**config.mk**
```make
export PLATFORM = sky130hd
export DESIGN_NAME = lpc_link_port
export DESIGN_NICKNAME = d
export VERILOG_FILES = /design/src/lpc_rx_buf.sv /design/src/lpc_link_port.sv
export SDC_FILE = /design/constraint.sdc
export NUM_CORES = 1
export LEC_CHECK = 0
export BUFFER_PORTS_ARGS = -buffer_cell sky130_fd_sc_hd__clkbuf_2
export CORE_UTILIZATION = 65
export CTS_BUF_LIST = sky130_fd_sc_hd__clkbuf_8
export DETAILED_ROUTE_END_ITERATION = 8
export GPL_TIMING_DRIVEN = 0
export PLACE_DENSITY_LB_ADDON = 0.15
export RECOVER_POWER = 25
export SLEW_MARGIN = 5
export SYNTH_ARGS = -nofsm -noshare
export SYNTH_HDL_FRONTEND = slang
export SYNTH_SLANG_ARGS = --single-unit
```
**constraint.sdc**
```tcl
create_clock -name CLK_SYS -period 4.65 [get_ports CLK_SYS]
set_clock_uncertainty 0.2 [all_clocks]
set_input_delay 0.465 -clock CLK_SYS [delete_from_list [all_inputs] [get_ports CLK_SYS]]
set_output_delay 0.465 -clock CLK_SYS [all_outputs]
set_load 0.02 [all_outputs]
```
**src/lpc_rx_buf.sv**
```systemverilog
// link port package and receive buffer memory with registered read data
package lpc_pkg;
    // reference clock made from CLK_SYS: one reference period in sys cycles
    localparam int REF_DIV = 2;
    localparam int RX_DEPTH = 16;
    localparam int ACK_MARGIN = 4;
    localparam int DIV_W = 8;
    localparam int HALF_W = 9;
    localparam int DATA_W = 8;
    localparam logic [DATA_W-1:0] DATA_RST = 8'h00;
    localparam logic [HALF_W-1:0] HALF_ZERO = 9'h000;
    localparam logic [HALF_W-1:0] HALF_ONE = 9'h001;
    typedef enum logic [2:0] {
        LPC_TX_IDLE = 3'b001,
        LPC_TX_HIGH = 3'b010,
        LPC_TX_LOW = 3'b100
    } lpc_tx_e;
endpackage : lpc_pkg

`timescale 1ns/10ps
`default_nettype none
module lpc_rx_buf #(
    parameter int WIDTH = 8,
    parameter int DEPTH = 16,
    parameter int AW = $clog2(DEPTH)
) (
    // clock
    input wire logic clk,
    // write side
    input wire logic we,
    input wire logic [AW-1:0] waddr,
    input wire logic [WIDTH-1:0] wdata,
    // read side
    input wire logic [AW-1:0] raddr,
    output logic [WIDTH-1:0] rdata
);
    import lpc_pkg::*;
    typedef struct packed {
        logic [WIDTH-1:0] rdata;
    } lpc_mem_s;
    logic [WIDTH-1:0] mem [DEPTH];
    lpc_mem_s s;
    lpc_mem_s next_s;

    // write-first so a byte landing in an empty buffer shows at once
    always_comb begin
        next_s = s;
        if (we && waddr == raddr) begin
            next_s.rdata = wdata;
        end else begin
            next_s.rdata = mem[raddr];
        end
    end

    always_ff @(posedge clk) begin
        s <= next_s;
        if (we) begin
            mem[waddr] <= wdata;
        end
    end

    assign rdata = s.rdata;
endmodule : lpc_rx_buf
`default_nettype wire

```
**src/lpc_link_port.sv**
```systemverilog
// link port: byte-wide link clock generation, transmit and receive
// Function
// - in transmit mode the link clock runs at reference / (2 x divider) for divider 1..255.
// - a divider of zero gives a link clock at the undivided reference rate.
// - the receiver pulls acknowledge low only after the first byte and when its buffer is nearly full.
// - the receiver captures data on the falling edge of the link clock.
// - the transmitter changes data at the rising edge so it is stable at the next falling edge.
// - a held-off transmitter drives the clock low again only after acknowledge returns high.
// - the transmitter samples acknowledge before each falling edge and holds the clock high while it is low.
`timescale 1ns/10ps
`default_nettype none
module lpc_link_port #(
    parameter int DEPTH = lpc_pkg::RX_DEPTH,
    parameter int MARGIN = lpc_pkg::ACK_MARGIN
) (
    // clock and reset
    input wire logic CLK_SYS,
    input wire logic RST_N,
    // mode and divider
    input wire logic TX_ENABLE,
    input wire logic RX_ENABLE,
    input wire logic [lpc_pkg::DIV_W-1:0] LINK_DIVIDER_REGISTER,
    // transmit user side
    input wire logic [lpc_pkg::DATA_W-1:0] TX_DATA,
    input wire logic TX_VALID,
    output logic TX_READY,
    // receive user side
    output logic [lpc_pkg::DATA_W-1:0] RX_DATA,
    output logic RX_VALID,
    input wire logic RX_READY,
    // link clock pin
    input wire logic LINK_CLOCK_IN,
    output logic LINK_CLOCK_OUT,
    output logic LINK_CLOCK_OE_N,
    // link acknowledge pin
    input wire logic LINK_ACKNOWLEDGE_IN,
    output logic LINK_ACKNOWLEDGE_OUT,
    output logic LINK_ACKNOWLEDGE_OE_N,
    // link data pins
    input wire logic [lpc_pkg::DATA_W-1:0] LINK_DATA_IN,
    output logic [lpc_pkg::DATA_W-1:0] LINK_DATA_OUT,
    output logic LINK_DATA_OE_N
);
    import lpc_pkg::*;
    localparam int AW = $clog2(DEPTH);
    localparam logic [AW:0] CNT_ZERO = '0;
    localparam logic [AW:0] CNT_FULL = (AW+1)'(DEPTH);
    localparam logic [AW:0] CNT_NEAR = (AW+1)'(DEPTH - MARGIN);
    localparam logic [AW-1:0] PTR_ONE = (AW)'(1);
    localparam logic [AW:0] CNT_ONE = (AW+1)'(1);

    typedef struct packed {
        lpc_tx_e st;
        logic [HALF_W-1:0] cnt;
        logic clk_o;
        logic [DATA_W-1:0] dat_o;
        logic drv_tx;
        logic drv_rx;
        logic ack_o;
        logic [1:0] ack_s;
        logic [1:0] clk_s;
        logic clk_d;
        logic [DATA_W-1:0] dat_s1;
        logic [DATA_W-1:0] dat_s2;
        logic first;
        logic [AW-1:0] wr_ptr;
        logic [AW-1:0] rd_ptr;
        logic [AW:0] level;
    } lpc_state_s;

    lpc_state_s s;
    lpc_state_s next_s;
    logic tx_take;
    logic rx_on;
    logic rx_fall;
    logic rx_wr;
    logic rx_rd;
    logic [HALF_W-1:0] half;

    // sys cycles per link clock half period
    function automatic logic [HALF_W-1:0] half_cycles(
        input logic [DIV_W-1:0] div
    );
        if (div == '0) begin
            half_cycles = HALF_W'(REF_DIV / 2);
        end else begin
            half_cycles = HALF_W'(int'(div) * REF_DIV);
        end
    endfunction : half_cycles

    // reload value: the counter runs from half-1 down to zero
    function automatic logic [HALF_W-1:0] half_load(
        input logic [HALF_W-1:0] h
    );
        half_load = h - HALF_ONE;
    endfunction : half_load

    // pointers wrap at the depth, which must be a power of two
    function automatic logic [AW-1:0] ptr_step(
        input logic [AW-1:0] p
    );
        ptr_step = p + PTR_ONE;
    endfunction : ptr_step

    // occupancy after one cycle of writes and pops
    function automatic logic [AW:0] level_step(
        input logic [AW:0] lvl,
        input logic wr,
        input logic rd
    );
        level_step = lvl;
        if (wr && !rd) begin
            level_step = lvl + CNT_ONE;
        end else if (rd && !wr) begin
            level_step = lvl - CNT_ONE;
        end
    endfunction : level_step

    assign half = half_cycles(LINK_DIVIDER_REGISTER);
    // transmit wins when both modes are asked for
    assign rx_on = RX_ENABLE && !TX_ENABLE;
    // the partner must keep its clock well below CLK_SYS for edges to be seen
    assign rx_fall = s.clk_d && !s.clk_s[1];
    assign rx_wr = rx_on && rx_fall && s.level != CNT_FULL;
    assign rx_rd = RX_VALID && RX_READY;
    assign TX_READY = TX_ENABLE && (s.st == LPC_TX_IDLE ||
        (s.st == LPC_TX_LOW && s.cnt == HALF_ZERO));
    assign tx_take = TX_READY && TX_VALID;

    always_comb begin
        next_s = s;
        next_s.ack_s = {s.ack_s[0], LINK_ACKNOWLEDGE_IN};
        next_s.clk_s = {s.clk_s[0], LINK_CLOCK_IN};
        next_s.clk_d = s.clk_s[1];
        // data word crosses unencoded: it stands for cycles around the fall
        next_s.dat_s1 = LINK_DATA_IN;
        next_s.dat_s2 = s.dat_s1;
        next_s.drv_tx = TX_ENABLE;
        next_s.drv_rx = rx_on;
        if (s.cnt != HALF_ZERO) begin
            next_s.cnt = s.cnt - HALF_ONE;
        end
        unique case (s.st)
            LPC_TX_IDLE: begin
                next_s.clk_o = 1'b0;
                if (tx_take) begin
                    next_s.clk_o = 1'b1;
                    next_s.dat_o = TX_DATA;
                    next_s.cnt = half_load(half);
                    next_s.st = LPC_TX_HIGH;
                end
            end
            LPC_TX_HIGH: begin
                // acknowledge is sampled only at the end of the high phase
                if (s.cnt == HALF_ZERO && s.ack_s[1]) begin
                    next_s.clk_o = 1'b0;
                    next_s.cnt = half_load(half);
                    next_s.st = LPC_TX_LOW;
                end
            end
            LPC_TX_LOW: begin
                if (tx_take) begin
                    next_s.clk_o = 1'b1;
                    next_s.dat_o = TX_DATA;
                    next_s.cnt = half_load(half);
                    next_s.st = LPC_TX_HIGH;
                end else if (s.cnt == HALF_ZERO) begin
                    next_s.st = LPC_TX_IDLE;
                end
            end
        endcase
        if (rx_wr) begin
            next_s.wr_ptr = ptr_step(s.wr_ptr);
            next_s.first = 1'b1;
        end
        if (rx_rd) begin
            next_s.rd_ptr = ptr_step(s.rd_ptr);
        end
        next_s.level = level_step(s.level, rx_wr, rx_rd);
        if (!rx_on) begin
            next_s.first = 1'b0;
        end
        // hold-off fires before the buffer fills to cover the partner's lag
        next_s.ack_o = !(rx_on && next_s.first &&
            next_s.level >= CNT_NEAR);
    end

    always_ff @(posedge CLK_SYS) begin
        if (!RST_N) begin
            s <= '{st: LPC_TX_IDLE, cnt: HALF_ZERO, clk_o: 1'b0,
                dat_o: DATA_RST, drv_tx: 1'b0, drv_rx: 1'b0, ack_o: 1'b1,
                ack_s: 2'h3, clk_s: 2'h0, clk_d: 1'b0, dat_s1: DATA_RST,
                dat_s2: DATA_RST, first: 1'b0, wr_ptr: '0, rd_ptr: '0,
                level: CNT_ZERO};
        end else begin
            s <= next_s;
        end
    end

    lpc_rx_buf #(
        .WIDTH(DATA_W),
        .DEPTH(DEPTH),
        .AW(AW)
    ) u_buf (
        .clk(CLK_SYS),
        .we(rx_wr),
        .waddr(s.wr_ptr),
        .wdata(s.dat_s2),
        .raddr(next_s.rd_ptr),
        .rdata(RX_DATA)
    );

    assign RX_VALID = s.level != CNT_ZERO;
    assign LINK_CLOCK_OUT = s.clk_o;
    assign LINK_CLOCK_OE_N = !s.drv_tx;
    assign LINK_DATA_OUT = s.dat_o;
    assign LINK_DATA_OE_N = !s.drv_tx;
    assign LINK_ACKNOWLEDGE_OUT = s.ack_o;
    assign LINK_ACKNOWLEDGE_OE_N = !s.drv_rx;
endmodule : lpc_link_port
`default_nettype wire

```
## Yosys cells after proc, flatten, opt, wreduce, memory -nomap -nowiden

Memories as Yosys holds them, arrays and structs flattened. A register that Yosys moved wholly into a read port is not among the register bits.
Index checks and enable logic that the tools add are counted.

- Flip-flop bits (word level): 59
- Bits in writable memories: 128
- Input port bits: 32
- Output and inout bits: 23
- Word-level logic and storage cells: 77
- Memories kept: 1

- Add/subtract/negate cells: 6
- $lt $le $gt $ge: 1
- Equality and inequality tests: 8
- Muxes and demuxes: 16
- Reductions and logical operators: 29

Memory list:

| memory | words | width | rd ports | clocked after memory_dff | wr ports | line | source |
|---|---|---|---|---|---|---|---|
| u_buf.mem | 16 | 8 | 1 | 1 | 1 | lpc_rx_buf.sv:41 | `logic [WIDTH-1:0] mem [DEPTH];` |

Operators by type and width:

| operator | number |
|---|---|
| case mux 13 bit (3 select lines) | 1 |
| 2-to-1 mux 21 bit | 1 |
| 2-to-1 mux 18 bit | 1 |
| 2-to-1 mux 9 bit | 2 |
| subtractor 9 x 1 -> 9 bit, second input constant | 2 |
| case mux 8 bit (2 select lines) | 1 |
| 2-to-1 mux 5 bit | 3 |
| logical AND 1 bit | 13 |
| 2-to-1 mux 13 bit | 1 |
| zero test 9 bit | 1 |
| nonzero test 9 bit | 1 |
| adder 4 x 1 -> 4 bit, second input constant | 2 |
| zero test 8 bit | 1 |
| zero test 1 bit | 7 |
| 2-to-1 mux 3 bit | 2 |
| != test 2 bit, second input constant | 3 |
| AND reduction 3 bit | 2 |
| adder 5 x 1 -> 5 bit, second input constant | 1 |
| >= comparator 5 x 4 -> 1 bit, second input constant | 1 |
| != test 5 bit, second input constant | 1 |
| nonzero test 5 bit | 1 |
| subtractor 5 x 1 -> 5 bit, second input constant | 1 |
| 2-to-1 mux 4 bit | 1 |
| equality test 3 x 1 -> 1 bit, second input constant | 1 |
| other kinds (7) | 9 |

## Depth between registers and ports, before layout

Gate-level depths: netlist of run 1.

- Depth after elaboration: 11
- Mapped depth: 8
- Depth with buffers taken out: 7

## By module

Synthesis of run 1 repeated with hierarchy kept, for this count alone.

- Cell total of the unflattened synthesis: 497
- Area total of the unflattened synthesis: 7,687.4 sq um

Modules (own cells, without submodules):

| module | instances | cells an instance | area an instance (sq um) | seq. area each (sq um) |
|---|---|---|---|---|
| lpc_rx_buf | 1 | 225 | 5,067.4 | 3,923.8 |
| lpc_link_port | 1 | 272 | 2,620.0 | 1,181.1 |

## Worst setup path before layout of run 1

No wires, ideal clock.

- Path type: reg-to-reg
- Start: register s[0] in the netlist's numbering
- End: memory u_buf.mem[3][0], enable pin
- Setup time: 0.383 ns
- Data arrival time: 2.116 ns
- Data required time: 4.067 ns
- Path slack: 1.950 ns
- Cell stages (with the launch flop): 7
- Buffers on the path: 0
- Clock period less this slack: 2.700 ns
- Cells stage by stage: dfxtp_1 > inv_1 > ha_1 > and4bb_2 > nor2_1 > nand2_1 > nor3_1

- Word-level cells in the longest chain between the ends: 4

RTL lines:

| item | line | source |
|---|---|---|
| start: declaration | lpc_link_port.sv:71 | `lpc_state_s s;` |
| start signal: assignment | lpc_link_port.sv:190 | `s <= '{st: LPC_TX_IDLE, cnt: HALF_ZERO, clk_o: 1'b0,` |
| start signal: assignment | lpc_link_port.sv:196 | `s <= next_s;` |
| != test 5 bit | lpc_link_port.sv:124 | `assign rx_wr = rx_on && rx_fall && s.level != CNT_FULL;` |
| logical AND 1 bit | lpc_link_port.sv:124 |  |
| 2-to-1 mux 1 bit | lpc_rx_buf.sv:57 | `if (we) begin` |
| 2-to-1 mux 1 bit (implied by the code) | lpc_rx_buf.sv:58 | `mem[waddr] <= wdata;` |
| end: declaration | lpc_rx_buf.sv:41 |  |

Every way passes these cells.

==> run metrics, run 1 <==
Setup CP Type=flop to output port; Post-synth ARST share=0; H-tree levels=4; layout cell share with drive strength beyond 1=0.259; Vias/cell=5.86; Fin Setup TNS=0 ps; Max Cap Violations=0; CTS tree=built; GRT Util Overall=0.253; CTS Root Cell=clkbuf_8; Cell variety after synth=52; post-synthesis register bit count=191; Synth Instances=484; Worst-Skew Late Latency=470 ps; starting density of the core=0.669; gpl congestion=0.879; max frequency=294 MHz; # rows=39; drt total wl=14.2 mm; Remaining DRCs=0; Post-synth top flop=edfxtp_1; Power Density=469 mW/mm²; TritonCTS Buffers=17; largest net degree at the start of global routing=18; min-delay worst type=primary input to flop; postcts setup bufs=0; drt pass-1 iters=5; Top Ports=55; Clock Pin Slew Worst Setup and Hold Paths=90 ps; fin. max-slew vios=0; relative slew slack=0.341; gr busiest metal=met2; Post-Route Hold Slack=20.2 ps; Detailed Place HPWL=9.70 mm; Setup violations, final=0; worst IR drop on VDD=0.000294 V; yosys warns=0; first-pass GRT wire length=22.7 mm; leak pwr=0.00298 µW; GR met2 Demand/Resource=0.442; number of port buffers=54; Worst EP required=3980 ps; post-route minimum period=3400 ps; CP Launch Type=flop; CTS max path bufs=2; fin nets=606; M3 GR Usage=0.0521; CP Data Arrival Time=2740 ps; final hold violation count=0; DIE WIDTH=111 µm; Tcrit/Tclk final=0.732; Net Count, Synth=524; Tot Pwr=4040 µW; outcome=finished, final reports clean; sequential area share after synthesis=0.666; overall die area=0.0122 mm²; first-iteration detailed-routing DRC count=273; clk sinks=191; vias in the first global route=4207; crit path capture type=output port; crit path max fanout=10; area of the core=0.0115 mm²; M1 GR Usage=0.311; global route overflow=0; RSZ-0062 raised after global routing=no; Ant. Diodes=0; Post-synth EDFFs=128; initial antenna violation count=0; Die Y=111 µm; drt wl/cell=19.7 µm; Antenna Nets Post-Route=0; slew at the pin closest to its max-slew limit=983 ps; area grow syn2layout=12.4%; Mapped Area=0.00767 mm²; via count=4232; Mean Syn Cell Area=15.8 µm²
==> routing by layer <==
metal | routed length [µm] | vias up
li1 | - | 1989
met5 | 0 | -
met3 | 685 | 21
met2 | 7510 | 137
met4 | 266 | 0
met1 | 5780 | 2085
==> registers in the layout (all words and copies together) (netlist names), named ones only <==
name and count:
LINK_ACKNOWLEDGE_OUT 1, LINK_CLOCK_OUT 1, LINK_DATA_OUT 8, next_s 11, s 38, u_buf.mem 128
==> power by group <==
part	leakage, µW	internal [µW]	switching (µW)	total, µW
clock	0.000189	485	584	1070
combinational	0.00117	499	514	1010
sequential	0.00163	1880	84.6	1960
total	0.00298	2860	1180	4040
==> path summary, 6_finish.rpt <==
check	end	from	slack [ps]	cells after the start
hold reg to reg	s[34]	next_s[34]	220	1
setup / recovery	RX_DATA[1]	flop	1250	5
hold / removal	next_s[20]	LINK_DATA_IN[6]	20	2
setup reg to reg	u_buf.mem[3][2]	s[0]	1400	6
==> cell type report <==
cell class | instances | area [µm²]
multi-input cells | 251 | 2380
well taps | 143 | 179
clock buffers | 17 | 234
plain buffers | 29 | 149
flip-flops and latches | 191 | 5100
fillers | 678 | 2850
clock inverters | 15 | 163
inverters | 13 | 48.8
repair buffers | 63 | 358
==> worst max-delay path, cell delays in order, from the launching register on <==
cell and delay, ps:
dfxtp_1 310, clkbuf_1 280, buf_2 410, mux4_2 610, mux4_2 490, clkbuf_2 170
==> cells in the final DEF (no fill, tap or decap), types with 7 or more instances in the layout <==
cell type and count:
clkbuf_1 14, clkbuf_2 52, ha_1 8, and2_1 30, dlygate4sd3_1 9, dfxtp_1 63, nor2_1 23, mux2i_1 11
buf_4 9, xnor2_1 12, clkbuf_8 17, mux4_2 40, nand2_1 17, o21ai_0 7, nor2b_1 13, edfxtp_1 128
inv_1 14, nand2b_1 8, a21oi_1 8
==> metrics by stage <==
step | util | instances | area (µm²) | worst slack (ps)
2_1_floorplan | - | 484 | 7670 | 1950
3_3_place_gp | 0.708 | 681 | 8120 | 1110
3_5_place_dp | 0.709 | 681 | 8130 | 1080
4_1_cts | 0.751 | 722 | 8610 | 1050
5_1_grt | 0.752 | 722 | 8620 | 1070
6_report | 0.752 | 722 | 8620 | 1250
==> synth_stat cells, types with 3 or more instances <==
library cell,number,area (µm²)
buf_2,5,25.0
o21ai_0,7,35.0
nand2_1,17,63.8
clkbuf_1,12,45.0
and2_1,30,188
o311a_1,4,40.0
nand3_1,5,25.0
a211oi_1,5,37.5
nor2_1,23,86.3
nor3_1,9,45.0
nand2b_1,8,50.1
xnor2_1,12,105
nor3b_1,5,37.5
nor2b_1,13,81.3
edfxtp_1,128,3840
a21oi_1,8,40.0
buf_4,9,67.6
ha_1,8,100
xor2_1,4,35.0
a21boi_0,3,22.5
mux4_2,40,901
nor4_1,3,18.8
inv_1,13,48.8
o21a_1,5,37.5
mux2i_1,11,110
dfxtp_1,63,1260
buf_1,3,11.3
==> repair_timing <==
action / CTS / global route
gates resized for setup: 0 / 0
hold buffers: 9 / 0
endpoints found under the hold margin: 9 / 0
==> kinds of logic (layout without fill, tap and decap cells) <==
group	count (synthesis)	after routing	share of synthesized area
fa+ha+maj	8	8	0.0131
xor+xnor	16	16	0.0183
simple gates	129	129	0.0979
flops	191	191	0.666
buf+inv	42	137	0.0258
compound gates	46	46	0.0457
mux	52	52	0.133
Note: power is estimated with default switching activity, not from simulation.
==> run 2: changes to the inputs <==
--- a/config.mk
+++ b/config.mk
@@ -5,8 +5,9 @@
 export SDC_FILE = /design/constraint.sdc
 export NUM_CORES = 1
 export LEC_CHECK = 0
+export ABC_AREA = 1
 export BUFFER_PORTS_ARGS = -buffer_cell sky130_fd_sc_hd__clkbuf_2
-export CORE_UTILIZATION = 65
+export CORE_UTILIZATION = 56
 export CTS_BUF_LIST = sky130_fd_sc_hd__clkbuf_8
 export DETAILED_ROUTE_END_ITERATION = 8
 export GPL_TIMING_DRIVEN = 0
==> constraint.sdc (replaced) <==
create_clock -name CLK_SYS -period 3 [get_ports CLK_SYS]
set_clock_uncertainty 0.2 [all_clocks]
set_input_delay 0.3 -clock CLK_SYS [delete_from_list [all_inputs] [get_ports CLK_SYS]]
set_output_delay 0.3 -clock CLK_SYS [all_outputs]
set_load 0.02 [all_outputs]
==> run 2 against run 1 <==
Compared with the run above:
- power increased by 69%
- count of clock-buffer cells in the layout increased by 3
- sequential cell count unchanged
- core utilization decreased by 8.7 points
- synthesized area increased by 4.1%
- setup slack got worse by 1000 ps
- routed wire length increased by 25%
- clock power increased by 62%
- global-route usage increased by 0.47 points
- cell area increased by 7.0%
- sequential share of layout area decreased by 3.9 points
==> run metrics, run 2 <==
clk sinks=191; Cell variety after synth=38; global route overflow=0; Synth area leaders=edfxtp_1 (48%), dfxtp_1 (16%), inv_1 (4.3%); most flop-heavy register=u_buf.mem; Remaining DRCs=0; Fillers=1074; Final Cell Area=0.00922 mm²; vias in the first global route=5452; Hold Path Sink=s[51]; area of the core=0.0139 mm²; Reg2Reg Launch Point=s[47]; CTS Root Cell=clkbuf_8; GRT Util Overall=0.257; Tcrit/Tclk final=0.916; overall die area=0.0147 mm²; Die Y=121 µm; worst hold path depth=5; Yosys top cell by area=edfxtp_1; Worst EP required=2500 ps; Max Cap Violations=0; drt wl/cell=17.3 µm; Area after DPL=0.00847 mm²; # rows=43; post-route minimum period=2750 ps; most frequent cells after synthesis=edfxtp_1 (128), inv_1 (92), nand2_1 (92), dfxtp_1 (63), a21oi_1 (58); CTS tree=built; post-synthesis register bit count=191; final cell count without fillers=1026; Top Ports=55; top-area cell type share of the netlist area=0.482; Worst-Skew Late Latency=450 ps; worst IR drop on VDD=0.000317 V; slew at the pin closest to its max-slew limit=777 ps; min-delay worst type=primary input to flop; RR Endpoint=s[55]; yosys warns=0; Mapped Area=0.00798 mm²; Post-synth top flop=edfxtp_1; crit path max fanout=10; Clock Pin Slew Worst Setup and Hold Paths=80 ps; CP Launch Type=flop; drt total wl=17.8 mm; starting density of the core=0.575; Post-synth EDFFs=128; RSZ-0062 raised after global routing=no; drt pass-1 iters=7; initial antenna violation count=0; Synth Instances=727; Setup CP Type=flop to output port; layout cell share with drive strength beyond 1=0.150; reg2reg setup slack=420 ps; Net Count, Synth=767; Mean Syn Cell Area=11.0 µm²; fin nets=873; Detailed Place HPWL=12.3 mm; area grow syn2layout=15.6%; number of port buffers=53; postcts setup bufs=0; Post-synth ARST share=0; gpl congestion=0.944; TritonCTS Buffers=17; outcome=finished, final reports clean; sequential area share after synthesis=0.640; count leader, synth=edfxtp_1; # placed instances=960; first-pass GRT wire length=27.5 mm; CTS max path bufs=2; final hold violation count=0; fin. max-slew vios=0; crit path capture type=output port; Fin Setup TNS=0 ps; Ant. Diodes=0; Vias/cell=5.40; DIE WIDTH=121 µm; hold path start=LINK_DIVIDER_REGISTER[3]; DP Worst Slack=475 ps; Post-Route Hold Slack=30.4 ps; leak pwr=0.00369 µW; worst reg2reg path depth=12; via count=5543; most frequent cells in the layout=edfxtp_1 (128), inv_1 (94), nand2_1 (92); Power Density=740 mW/mm²; CP Data Arrival Time=2250 ps; Antenna Nets Post-Route=0; commonest non-fill, non-tap cell in the layout=edfxtp_1; relative slew slack=0.480; first-iteration detailed-routing DRC count=438; setup ws final=251 ps; largest net degree at the start of global routing=17; H-tree levels=4; max frequency=364 MHz; max FFs per register=128; Setup violations, final=0
run 2: cell count changes after synthesis, moves of 8 or more:
cell,before,now
mux2i_1,11,32
mux4_2,40,0
inv_1,13,92
nor2_1,23,50
nor2b_1,13,0
xnor2_1,12,3
nand2_1,17,92
nand3_1,5,31
o21ai_0,7,50
o211ai_1,2,32
and2_1,30,2
a21oi_1,8,58
nand2b_1,8,0
run 2: critical path, stage by stage, from the launching register on:
cell	delay, ps
dfxtp_1	310
clkbuf_1	240
clkbuf_1	460
a21oi_1	70
o21ai_0	190
o211ai_1	170
nand3_1	120
nand2_1	90
clkbuf_2	160
run 2: what timing repair did:
item,4_1_cts,5_1_grt
endpoints found under the hold margin,27,0
hold buffers,34,0
gates resized for setup,0,2
endpoints found under the setup margin,0,1
run 2: how the worst max path moves through the flow:
stage	slack [ps]	cells past startpoint	end
finish	250	8	RX_DATA[6]
global route	100	7	RX_DATA[2]
CTS	230	8	RX_DATA[2]
detailed placement	470	7	u_buf.mem[12][3]
global placement	520	7	u_buf.mem[13][6]
floorplan	960	7	u_buf.mem[3][0]
run 2: report_power, final:
group / switching, µW / internal [µW]
clock network: 849 / 884
logic: 1330 / 740
registers: 110 / 2910
run 2: routing by layer:
metal	routed length (µm)	vias up	track usage	part of all wire
met5	0	-	0	0
met4	533	0	0.123	0.030
met3	1080	34	0.0611	0.061
met2	9430	209	0.463	0.53
met1	6740	2623	0.283	0.38
li1	-	2677	-	-
run 2: final cells by class:
type	instances	area, µm²	area share
inverters	98	373	0.0404
multi-input cells	399	2290	0.248
clock buffers	20	275	0.0298
well taps	180	225	0.0244
plain buffers	39	215	0.0233
flip-flops and latches	191	5100	0.553
clock inverters	12	141	0.0153
repair buffers	87	603	0.0654
run 2: metrics by stage:
stage / utilization / total power [µW]
floorplan: - / 4490
global placement: 0.610 / 5040
detailed placement: 0.610 / 5080
CTS: 0.665 / 6820
global route: 0.665 / 7160
finish: 0.665 / 6820
run 2: logic make-up (layout without fill, tap and decap cells):
| logic type | count (synthesis) | count (layout) | share of synthesized area |
|---|---|---|---|
| mux | 32 | 32 | 0.0402 |
| fa+ha+maj | 8 | 8 | 0.0125 |
| flops | 191 | 191 | 0.640 |
| simple gates | 201 | 201 | 0.118 |
| buf+inv | 137 | 256 | 0.0736 |
| compound gates | 147 | 147 | 0.104 |
| xor+xnor | 11 | 11 | 0.0121 |
